**src/include/down_timer_pkg.sv**
```systemverilog
// Shared constants of the general-purpose down timer
package down_timer_pkg;

	// ------------------------------------------------------------
	// Register indices and byte addresses
	// ------------------------------------------------------------
	localparam logic [7:0]  IDX_COUNT_HIGH = 8'hF0;
	localparam logic [7:0]  IDX_COUNT_LOW  = 8'hF1;
	localparam logic [7:0]  IDX_PRESCALE   = 8'hF2;
	localparam logic [7:0]  IDX_CONTROL    = 8'hF3;
	localparam logic [11:0] ADDR_COUNT_HIGH = {2'h0, IDX_COUNT_HIGH, 2'h0};
	localparam logic [11:0] ADDR_COUNT_LOW  = {2'h0, IDX_COUNT_LOW, 2'h0};
	localparam logic [11:0] ADDR_PRESCALE   = {2'h0, IDX_PRESCALE, 2'h0};
	localparam logic [11:0] ADDR_CONTROL    = {2'h0, IDX_CONTROL, 2'h0};

	// ------------------------------------------------------------
	// Reset values
	// ------------------------------------------------------------
	localparam logic [7:0] RST_COUNT_HIGH = 8'hFF;
	localparam logic [7:0] RST_COUNT_LOW  = 8'hFF;
	localparam logic [7:0] RST_PRESCALE   = 8'hFF;
	localparam logic [7:0] RST_CONTROL    = 8'h14;

	// ------------------------------------------------------------
	// Control register fields
	// ------------------------------------------------------------
	localparam int BIT_RUN        = 7;
	localparam int BIT_SINGLE     = 6;
	localparam int BIT_IN_MODE_HI = 5;
	localparam int BIT_IN_MODE_LO = 4;
	localparam int BIT_IN_ENABLE  = 3;
	localparam int BIT_IRQ_ROUTE  = 2;
	localparam int BIT_OUT_MODE_HI = 1;
	localparam int BIT_OUT_MODE_LO = 0;

	// Input modes, {input_mode_hi, input_mode_lo}
	localparam logic [1:0] IN_EVENT   = 2'h0;
	localparam logic [1:0] IN_GATED   = 2'h1;
	localparam logic [1:0] IN_TRIGGER = 2'h2;
	localparam logic [1:0] IN_RETRIG  = 2'h3;

	// Output modes, {output_mode_hi, output_mode_lo}
	localparam logic [1:0] OUT_NONE   = 2'h0;
	localparam logic [1:0] OUT_SQUARE = 2'h1;

	// ------------------------------------------------------------
	// Timing
	// ------------------------------------------------------------
	localparam int         CORE_DIVIDE = 4;
	localparam logic [1:0] DIV_LAST    = 2'(CORE_DIVIDE - 1);

endpackage

```
**src/design/basic_down_timer.sv**
```systemverilog
// General-purpose 16-bit down timer with prescaler and APB registers
`timescale 1ns/1ps
`default_nettype none

// Overview of operation
// - 16-bit down counter decrements once per 8-bit prescaler period.
// - Tick source: core clock/4, oscillator reference, or timer input pin.
// - End of count is underflow from zero; drives reload, output, irq.
// - Run bit set starts counting next cycle; clearing it stops.
// - Restart resumes held value unless new constant written while stopped.
// - Count writes load at next end of count; prescaler writes act now.
// - Count high, count low and prescaler reset to all ones.
// - Single mode: end of count stops, reloads, clears run bit.
// - Continuous mode: end of count reloads and keeps counting.
// - Single select writable any time, together with run bit.
// - Input section off: mode bits and pin ignored, core clock/4 used.
// - Event mode: each falling pin edge is the counting tick.
// - Gated mode: count at core clock/4 only while pin is high.
// - Trigger mode: counting begins after run bit and a falling edge.
// - Retrigger mode: falling edge while running reloads both constants.
// - No-output mode holds the output pin high.
// - Square mode toggles the output pin at every end of count.
// - PWM mode copies output_mode_lo onto the pin at end of count.
// - Route bit 0: timer drives irq channel; 1: external pin does.
// - Four byte registers: count high, count low, prescaler, control.
// - Prescaler value N divides the tick by N plus one.
// - Count writes set reload constant; reads return live counter.
// - Prescaler read returns programmed value, not internal count.
module basic_down_timer #(
	parameter bit HAS_INPUT_PIN = 1'b1
) (
	// APB clock and reset
	input  wire logic        pclk,
	input  wire logic        presetn,
	// APB slave
	input  wire logic        psel,
	input  wire logic        penable,
	input  wire logic        pwrite,
	input  wire logic [11:0] paddr,
	input  wire logic [31:0] pwdata,
	output logic      [31:0] prdata,
	output logic             pready,
	output logic             pslverr,
	// Timer pins and time reference
	input  wire logic        timer_in_pin,
	input  wire logic        osc_time_reference,
	output logic             timer_out_pin,
	// Shared external interrupt channel
	input  wire logic        ext_irq_pin,
	output logic             irq_channel_out
);

	// ------------------------------------------------------------
	// State
	// ------------------------------------------------------------
	typedef struct packed {
		logic [15:0] cnt;
		logic [15:0] reload;
		logic [7:0]  presc_val;
		logic [7:0]  presc_cnt;
		logic [7:0]  ctrl;
		logic [1:0]  div;
		logic        pend;
		logic        armed;
		logic        out;
		logic        irq;
		logic [31:0] prdata;
		logic        pready;
		logic        pslverr;
	} timer_state_t;

	timer_state_t s_r;
	timer_state_t s_nxt;

	logic [2:0] pin_lvl, pin_fall, pin_rise;

	// pin synchroniser; interrupt pin idles low, the others high
	pin_sync #(
		.WIDTH     (3),
		.RST_LEVEL (3'h3)
	) u_sync (
		.pclk    (pclk),
		.presetn (presetn),
		.pin_in  ({ext_irq_pin, osc_time_reference, timer_in_pin}),
		.level   (pin_lvl),
		.fall    (pin_fall),
		.rise    (pin_rise)
	);

	// ------------------------------------------------------------
	// Decoded control and tick sources
	// ------------------------------------------------------------
	logic       run, single, in_en, div_tick, ev_tick, tick_src;
	logic       retrig, count_tick, eoc, acc, wr, setup;
	logic       hit_hi, hit_lo, hit_ps, hit_ct;
	logic [1:0] in_mode, out_mode;

	assign run      = s_r.ctrl[down_timer_pkg::BIT_RUN];
	assign single   = s_r.ctrl[down_timer_pkg::BIT_SINGLE];
	assign in_en    = s_r.ctrl[down_timer_pkg::BIT_IN_ENABLE];
	assign in_mode  = {s_r.ctrl[down_timer_pkg::BIT_IN_MODE_HI],
	                   s_r.ctrl[down_timer_pkg::BIT_IN_MODE_LO]};
	assign out_mode = {s_r.ctrl[down_timer_pkg::BIT_OUT_MODE_HI],
	                   s_r.ctrl[down_timer_pkg::BIT_OUT_MODE_LO]};

	assign div_tick = (s_r.div == down_timer_pkg::DIV_LAST);
	// event edge, or oscillator reference without a pin
	assign ev_tick  = HAS_INPUT_PIN ? pin_fall[0] : pin_rise[1];

	// Tick selection per input mode
	always_comb begin
		if (!in_en) begin
			tick_src = div_tick;
		end else if (in_mode == down_timer_pkg::IN_EVENT) begin
			tick_src = ev_tick;
		end else if (in_mode == down_timer_pkg::IN_GATED) begin
			tick_src = div_tick & pin_lvl[0];
		end else if (in_mode == down_timer_pkg::IN_TRIGGER) begin
			tick_src = div_tick & s_r.armed;
		end else begin
			tick_src = div_tick;
		end
	end
	assign retrig = run & in_en & (in_mode == down_timer_pkg::IN_RETRIG)
	              & pin_fall[0];
	// count advances when prescaler is at zero
	assign count_tick = run & tick_src & (s_r.presc_cnt == 8'h00) & ~retrig;
	assign eoc = count_tick & (s_r.cnt == 16'h0000);
	// APB phases and address decode
	assign setup = psel & ~penable;
	assign acc   = psel & penable & s_r.pready;
	assign wr    = acc & pwrite;
	always_comb begin
		hit_hi = 1'b0;
		hit_lo = 1'b0;
		hit_ps = 1'b0;
		hit_ct = 1'b0;
		if (paddr == down_timer_pkg::ADDR_COUNT_HIGH) begin
			hit_hi = 1'b1;
		end else if (paddr == down_timer_pkg::ADDR_COUNT_LOW) begin
			hit_lo = 1'b1;
		end else if (paddr == down_timer_pkg::ADDR_PRESCALE) begin
			hit_ps = 1'b1;
		end else if (paddr == down_timer_pkg::ADDR_CONTROL) begin
			hit_ct = 1'b1;
		end
	end

	// ------------------------------------------------------------
	// Next-state logic
	// ------------------------------------------------------------
	always_comb begin
		s_nxt     = s_r;
		s_nxt.div = s_r.div + 2'h1;
		if (!run) begin
			s_nxt.armed = 1'b0;
		end else if (in_en && in_mode == down_timer_pkg::IN_TRIGGER
		             && pin_fall[0]) begin
			s_nxt.armed = 1'b1;
		end
		if (retrig) begin
			s_nxt.cnt       = s_r.reload;
			s_nxt.presc_cnt = s_r.presc_val;
		end else if (run && tick_src) begin
			if (s_r.presc_cnt == 8'h00) begin
				s_nxt.presc_cnt = s_r.presc_val;
				if (s_r.cnt == 16'h0000) begin
					s_nxt.cnt  = s_r.reload;
					s_nxt.pend = 1'b0;
					if (single) begin
						s_nxt.ctrl[down_timer_pkg::BIT_RUN] = 1'b0;
					end
				end else begin
					s_nxt.cnt = s_r.cnt - 16'h0001;
				end
			end else begin
				s_nxt.presc_cnt = s_r.presc_cnt - 8'h01;
			end
		end
		if (out_mode == down_timer_pkg::OUT_NONE) begin
			s_nxt.out = 1'b1;
		end else if (eoc) begin
			if (out_mode == down_timer_pkg::OUT_SQUARE) begin
				s_nxt.out = ~s_r.out;
			end else begin
				s_nxt.out = s_r.ctrl[down_timer_pkg::BIT_OUT_MODE_LO];
			end
		end
		if (s_r.ctrl[down_timer_pkg::BIT_IRQ_ROUTE]) begin
			s_nxt.irq = pin_lvl[2];
		end else begin
			s_nxt.irq = eoc;
		end
		// Register writes, taken at the completing access edge
		if (wr && hit_hi) begin
			// constant only, loaded at end of count
			s_nxt.reload[15:8] = pwdata[7:0];
			s_nxt.pend         = s_nxt.pend | ~run;
		end else if (wr && hit_lo) begin
			s_nxt.reload[7:0] = pwdata[7:0];
			s_nxt.pend        = s_nxt.pend | ~run;
		end else if (wr && hit_ps) begin
			s_nxt.presc_val = pwdata[7:0];
			s_nxt.presc_cnt = pwdata[7:0];
		end else if (wr && hit_ct) begin
			// whole byte, single select and run together
			s_nxt.ctrl = pwdata[7:0];
			if (!run && pwdata[down_timer_pkg::BIT_RUN] && s_r.pend) begin
				s_nxt.cnt       = s_r.reload;
				s_nxt.presc_cnt = s_r.presc_val;
				s_nxt.pend      = 1'b0;
			end
		end
		// Answer in the cycle after setup
		s_nxt.pready  = setup;
		s_nxt.pslverr = setup & ~(hit_hi | hit_lo | hit_ps | hit_ct);
		if (setup && !pwrite) begin
			if (hit_hi) begin
				s_nxt.prdata = {24'h0, s_r.cnt[15:8]};
			end else if (hit_lo) begin
				s_nxt.prdata = {24'h0, s_r.cnt[7:0]};
			end else if (hit_ps) begin
				s_nxt.prdata = {24'h0, s_r.presc_val};
			end else if (hit_ct) begin
				s_nxt.prdata = {24'h0, s_r.ctrl};
			end else begin
				s_nxt.prdata = 32'h0000_0000;
			end
		end
	end

	// ------------------------------------------------------------
	// State register
	// ------------------------------------------------------------
	always_ff @(posedge pclk or negedge presetn) begin
		if (!presetn) begin
			s_r           <= '0;
			s_r.cnt       <= {down_timer_pkg::RST_COUNT_HIGH,
			                  down_timer_pkg::RST_COUNT_LOW};
			s_r.reload    <= {down_timer_pkg::RST_COUNT_HIGH,
			                  down_timer_pkg::RST_COUNT_LOW};
			s_r.presc_val <= down_timer_pkg::RST_PRESCALE;
			s_r.presc_cnt <= down_timer_pkg::RST_PRESCALE;
			s_r.ctrl      <= down_timer_pkg::RST_CONTROL;
			s_r.out       <= 1'b1;
		end else begin
			s_r <= s_nxt;
		end
	end

	// Outputs straight from the state register
	assign prdata          = s_r.prdata;
	assign pready          = s_r.pready;
	assign pslverr         = s_r.pslverr;
	assign timer_out_pin   = s_r.out;
	assign irq_channel_out = s_r.irq;

	logic ctrl_wr, ps_wr;
	assign ctrl_wr = wr & hit_ct;
	assign ps_wr   = wr & hit_ps;
endmodule

`default_nettype wire

```
**src/design/pin_sync.sv**
```systemverilog
// Two-stage synchroniser with edge detection for asynchronous pins
`timescale 1ns/1ps
`default_nettype none

module pin_sync #(
	parameter int               WIDTH     = 3,
	parameter logic [WIDTH-1:0] RST_LEVEL = '1
) (
	// Clock and reset
	input  wire logic             pclk,
	input  wire logic             presetn,
	// Asynchronous pins
	input  wire logic [WIDTH-1:0] pin_in,
	// Synchronised level and edge pulses
	output logic      [WIDTH-1:0] level,
	output logic      [WIDTH-1:0] fall,
	output logic      [WIDTH-1:0] rise
);

	typedef struct packed {
		logic [WIDTH-1:0] meta;
		logic [WIDTH-1:0] sync;
		logic [WIDTH-1:0] prev;
	} sync_state_t;

	sync_state_t s_r;
	sync_state_t s_nxt;

	// Shift chain; the first stage feeds only the second
	always_comb begin
		s_nxt      = s_r;
		s_nxt.meta = pin_in;
		s_nxt.sync = s_r.meta;
		s_nxt.prev = s_r.sync;
	end

	// Each stage resets to its pin's idle level, so no false edge follows
	always_ff @(posedge pclk or negedge presetn) begin
		if (!presetn) begin
			s_r <= {RST_LEVEL, RST_LEVEL, RST_LEVEL};
		end else begin
			s_r <= s_nxt;
		end
	end

	// Edge pulses, one cycle each, from the settled stages only
	genvar i;
	generate
		for (i = 0; i < WIDTH; i++) begin : g_edge
			assign level[i] = s_r.sync[i];
			assign fall[i]  = s_r.prev[i] & ~s_r.sync[i];
			assign rise[i]  = ~s_r.prev[i] & s_r.sync[i];
		end
	endgenerate

endmodule

`default_nettype wire

```
**config.mk**
```make
export PLATFORM = sky130hd
export DESIGN_NAME = basic_down_timer
export DESIGN_NICKNAME = d
export VERILOG_FILES = /design/src/include/down_timer_pkg.sv /design/src/design/basic_down_timer.sv /design/src/design/pin_sync.sv
export SDC_FILE = /design/constraint.sdc
export NUM_CORES = 1
export LEC_CHECK = 0
export BUFFER_PORTS_ARGS = -buffer_cell sky130_fd_sc_hd__buf_4
export CAP_MARGIN = 5
export CELL_PAD_IN_SITES_DETAIL_PLACEMENT = 1
export CELL_PAD_IN_SITES_GLOBAL_PLACEMENT = 1
export CORE_MARGIN = 3
export CORE_UTILIZATION = 43
export CTS_BUF_LIST = sky130_fd_sc_hd__clkbuf_8 sky130_fd_sc_hd__clkbuf_16
export CTS_CLUSTER_DIAMETER = 120
export DETAILED_ROUTE_END_ITERATION = 12
export PLACE_DENSITY_LB_ADDON = 0.1
export RECOVER_POWER = 50
export SYNTH_ARGS = -nofsm -noshare
export SYNTH_HDL_FRONTEND = slang
export SYNTH_HIERARCHICAL = 1
export SYNTH_SLANG_ARGS = --single-unit
```
**constraint.sdc**
```tcl
create_clock -name pclk -period 2.8 [get_ports pclk]
set_input_delay 0.14 -clock pclk [delete_from_list [all_inputs] [get_ports pclk]]
set_output_delay 0.14 -clock pclk [all_outputs]
set_load 0.03 [all_outputs]
```
==> metrics.md <==
| Metric | Value |
|---|---|
| First-pass DRT Iterations | 4 |
| Antenna diode count | 0 |
| Largest net degree at the start of global routing | 78 |
| Die Wd | 106 um |
| Leak | 0.00200 uW |
| Layout cells sized above 1 | 0.314 |
| Failing checks | capacitance limit, slew limit |
| Number of global-route vias before repair | 3536 |
| Mapped cell area | 4310 um2 |
| Initial antenna violation count | 0 |
| Post-DP HPWL | 8350 um |
| Io pins | 88 |
| Min cycle time layout | 2.36 ns |
| Die H | 106 um |
| Total Nets Final | 524 |
| Maximum vdd drop | 0.309 mV |
| FF-to-FF End | s_r[53] |
| Critical-path top delay cell | o211ai_4 |
| Post-Route M1 WL | 5360 um |
| H-tree depth | 3 |
| CTS tree | done |
| Root buffer cell | clkbuf_8 |
| Relative slew slack | -0.251 |
| Critical Path AT | 2.65 ns |
| PostCTS Resize Cnt | 0 |
| CP top delay family | compound AO/OA/AOI/OAI gates |
| RSZ-0062 raised after global routing | false |
| Area growth syn-to-layout | 12.2% |
| Drt first-iter violations | 208 |
| Fin crit share | 0.843 |
| First-pass GRT wire length | 19100 um |
| Cts bufs inserted | 9 |
| Buffers added on ports | 38 |
| CP peak stage delay | 0.53 ns |
| Overall power | 3480 uW |
| Max Used Layer | met4 |
| Achievable Freq | 0.424 GHz |
| Depth of the most critical reg-to-reg path | 6 |
| Vias per std cell | 5.59 |
| Final Hold Violating Endpoints | 0 |
| CP Buf/Inv Count | 0 |
| Placement Cell Area | 4610 um2 |
| Slew @ Worst Pin | 1.88 ns |
| Status | finished, violations left |
| Crit path cell chain | o21ai_0, a31oi_2, o211ai_4, nand3_1, and2_1, o21ai_1 |
| Fill cell count | 1085 |
| Post-synthesis cell count | 427 |
| Residual DRC count | 0 |
| GRT Resource Usage Total | 0.218 |
| Setup TNS Final | 0 ns |
| Final ANT Viol Nets | 0 |
| Gpl congestion | 0.830 |
| Row cnt | 35 |
| Critical path type | reg2reg |
| Clk_lat worst skew | 0.36 ns |
| Final setup violation count | 0 |
| Vias | 3360 |
| Detailed Route WL | 11700 um |
| Syn_area_per_cell | 10.1 um2 |
| Worst clock skew | 0.00966 ns |
| Worst min-delay path category | in2reg |
| Clk slew on worst S/H paths | 0.08 ns |
| Required @ worst endpoint | 3.09 ns |
| PD cells | 720 nW/um2 |
| Worst reg2reg path startpoint | in_mode[1] |
| Reg2reg setup slack | 0.44 ns |
| Initial core utilization | 0.454 |
| Min-delay src | pwdata[1] |
| Hold depth | 3 |
| Slew Limit Fails | 78 |
| Clock sink count | 77 |
| Avg WL per Cell | 19.4 um |
| Gr ovfl total | 0 |
| Met3 Wirelength | 595 um |
| DP Cell Count | 581 |
| Startpoint Class | flip-flop |
| Maxcap violations | 1 |
| Fin cells | 601 |
| Max Root-Sink Buffers | 2 |
| Final instance area | 4840 um2 |
| Met2 wire len | 5560 um |
| Crit. End Element | flip-flop |
| Synth Warn # | 6 |
| CP Max Fanout | 16 |
| Die area | 11300 um2 |
| Worst Hold End | s_r[57] |
| Floorplan core area | 9500 um2 |
-- per-stage QoR --
step	util	hold WS [ns]	worst slack (ns)
6_report	0.510	0.0352	0.441
5_1_grt	0.510	0.0377	0.283
4_1_cts	0.515	0.0205	0.426
3_5_place_dp	0.485	0.250	0.448
3_3_place_gp	0.485	0.249	0.525
2_1_floorplan	-	-0.156	0.763
-- tightest hold or removal path: stages --
cell and delay [ns]:
buf_4 0.14, nand2_1 0.06, nand2_1 0.05
-- cell type report --
cell class | count | area, um2 | area share
clock buffers | 9 | 124 | 0.0256
clock inverters | 7 | 115 | 0.0238
inverters | 8 | 30.0 | 0.00620
multi-input cells | 318 | 2060 | 0.425
flip-flops and latches | 77 | 1990 | 0.412
well taps | 129 | 161 | 0.0333
repair buffers | 53 | 360 | 0.0744
-- worst max path at each step --
stage / slack [ns] / depth (start not counted) / to / start
floorplan: 0.76 / 5 / s_r[72] / pready
global placement: 0.53 / 6 / s_r[49] / s_r[51]
detailed placement: 0.45 / 6 / s_r[53] / in_mode[1]
CTS: 0.43 / 6 / s_r[53] / in_mode[1]
global route: 0.28 / 6 / s_r[51] / in_mode[1]
finish: 0.44 / 6 / s_r[53] / in_mode[1]
-- per-layer routing --
layer  track usage  vias up
li1              -     1563
met1         0.292     1690
met2         0.359       93
met3        0.0389       14
met4        0.0675        0
met5             0        -
-- cells in the final DEF (no fill, tap or decap), drive strengths merged, types with 4 or more instances in the layout --
master,count
o21ai,35
ha,5
nand4,4
nor4,5
mux2i,4
dfrtp,23
o22ai,6
nor2b,5
a22oi,9
a21o,4
dlygate4sd3,4
clkbuf,25
buf,33
a21oi,18
nor3,18
o211ai,8
dfstp,54
conb,24
nand2,65
nand3,14
nor2,17
mux4,4
mux2,23
a31oi,4
inv,9
-- what timing repair did --
action / 4_1_cts / 5_1_grt
setup endpoints to repair: 0 / 0
hold buffers: 4 / 0
endpoints found under the hold margin: 26 / 0
buffers inserted: 0 / 0
-- state kept, by name, summed over array words and instances, names as in the netlist --
name / cells
out_mode: 2
s_r: 54
run: 1
irq_channel_out: 1
pslverr: 1
timer_out_pin: 1
in_mode: 2
in_en: 1
prdata: 8
u_sync/level: 2
pready: 1
u_sync/s_r: 1
u_sync/s_nxt: 2
-- power breakdown --
group / leakage (uW) / total (uW) / switching, uW / internal [uW]
registers: 0.000867 / 1720 / 293 / 1420
logic: 0.00101 / 754 / 418 / 336
clock network: 0.000121 / 1010 / 425 / 589
total: 0.00200 / 3480 / 1140 / 2350
No activity file was read; power rests on OpenSTA's default activity.
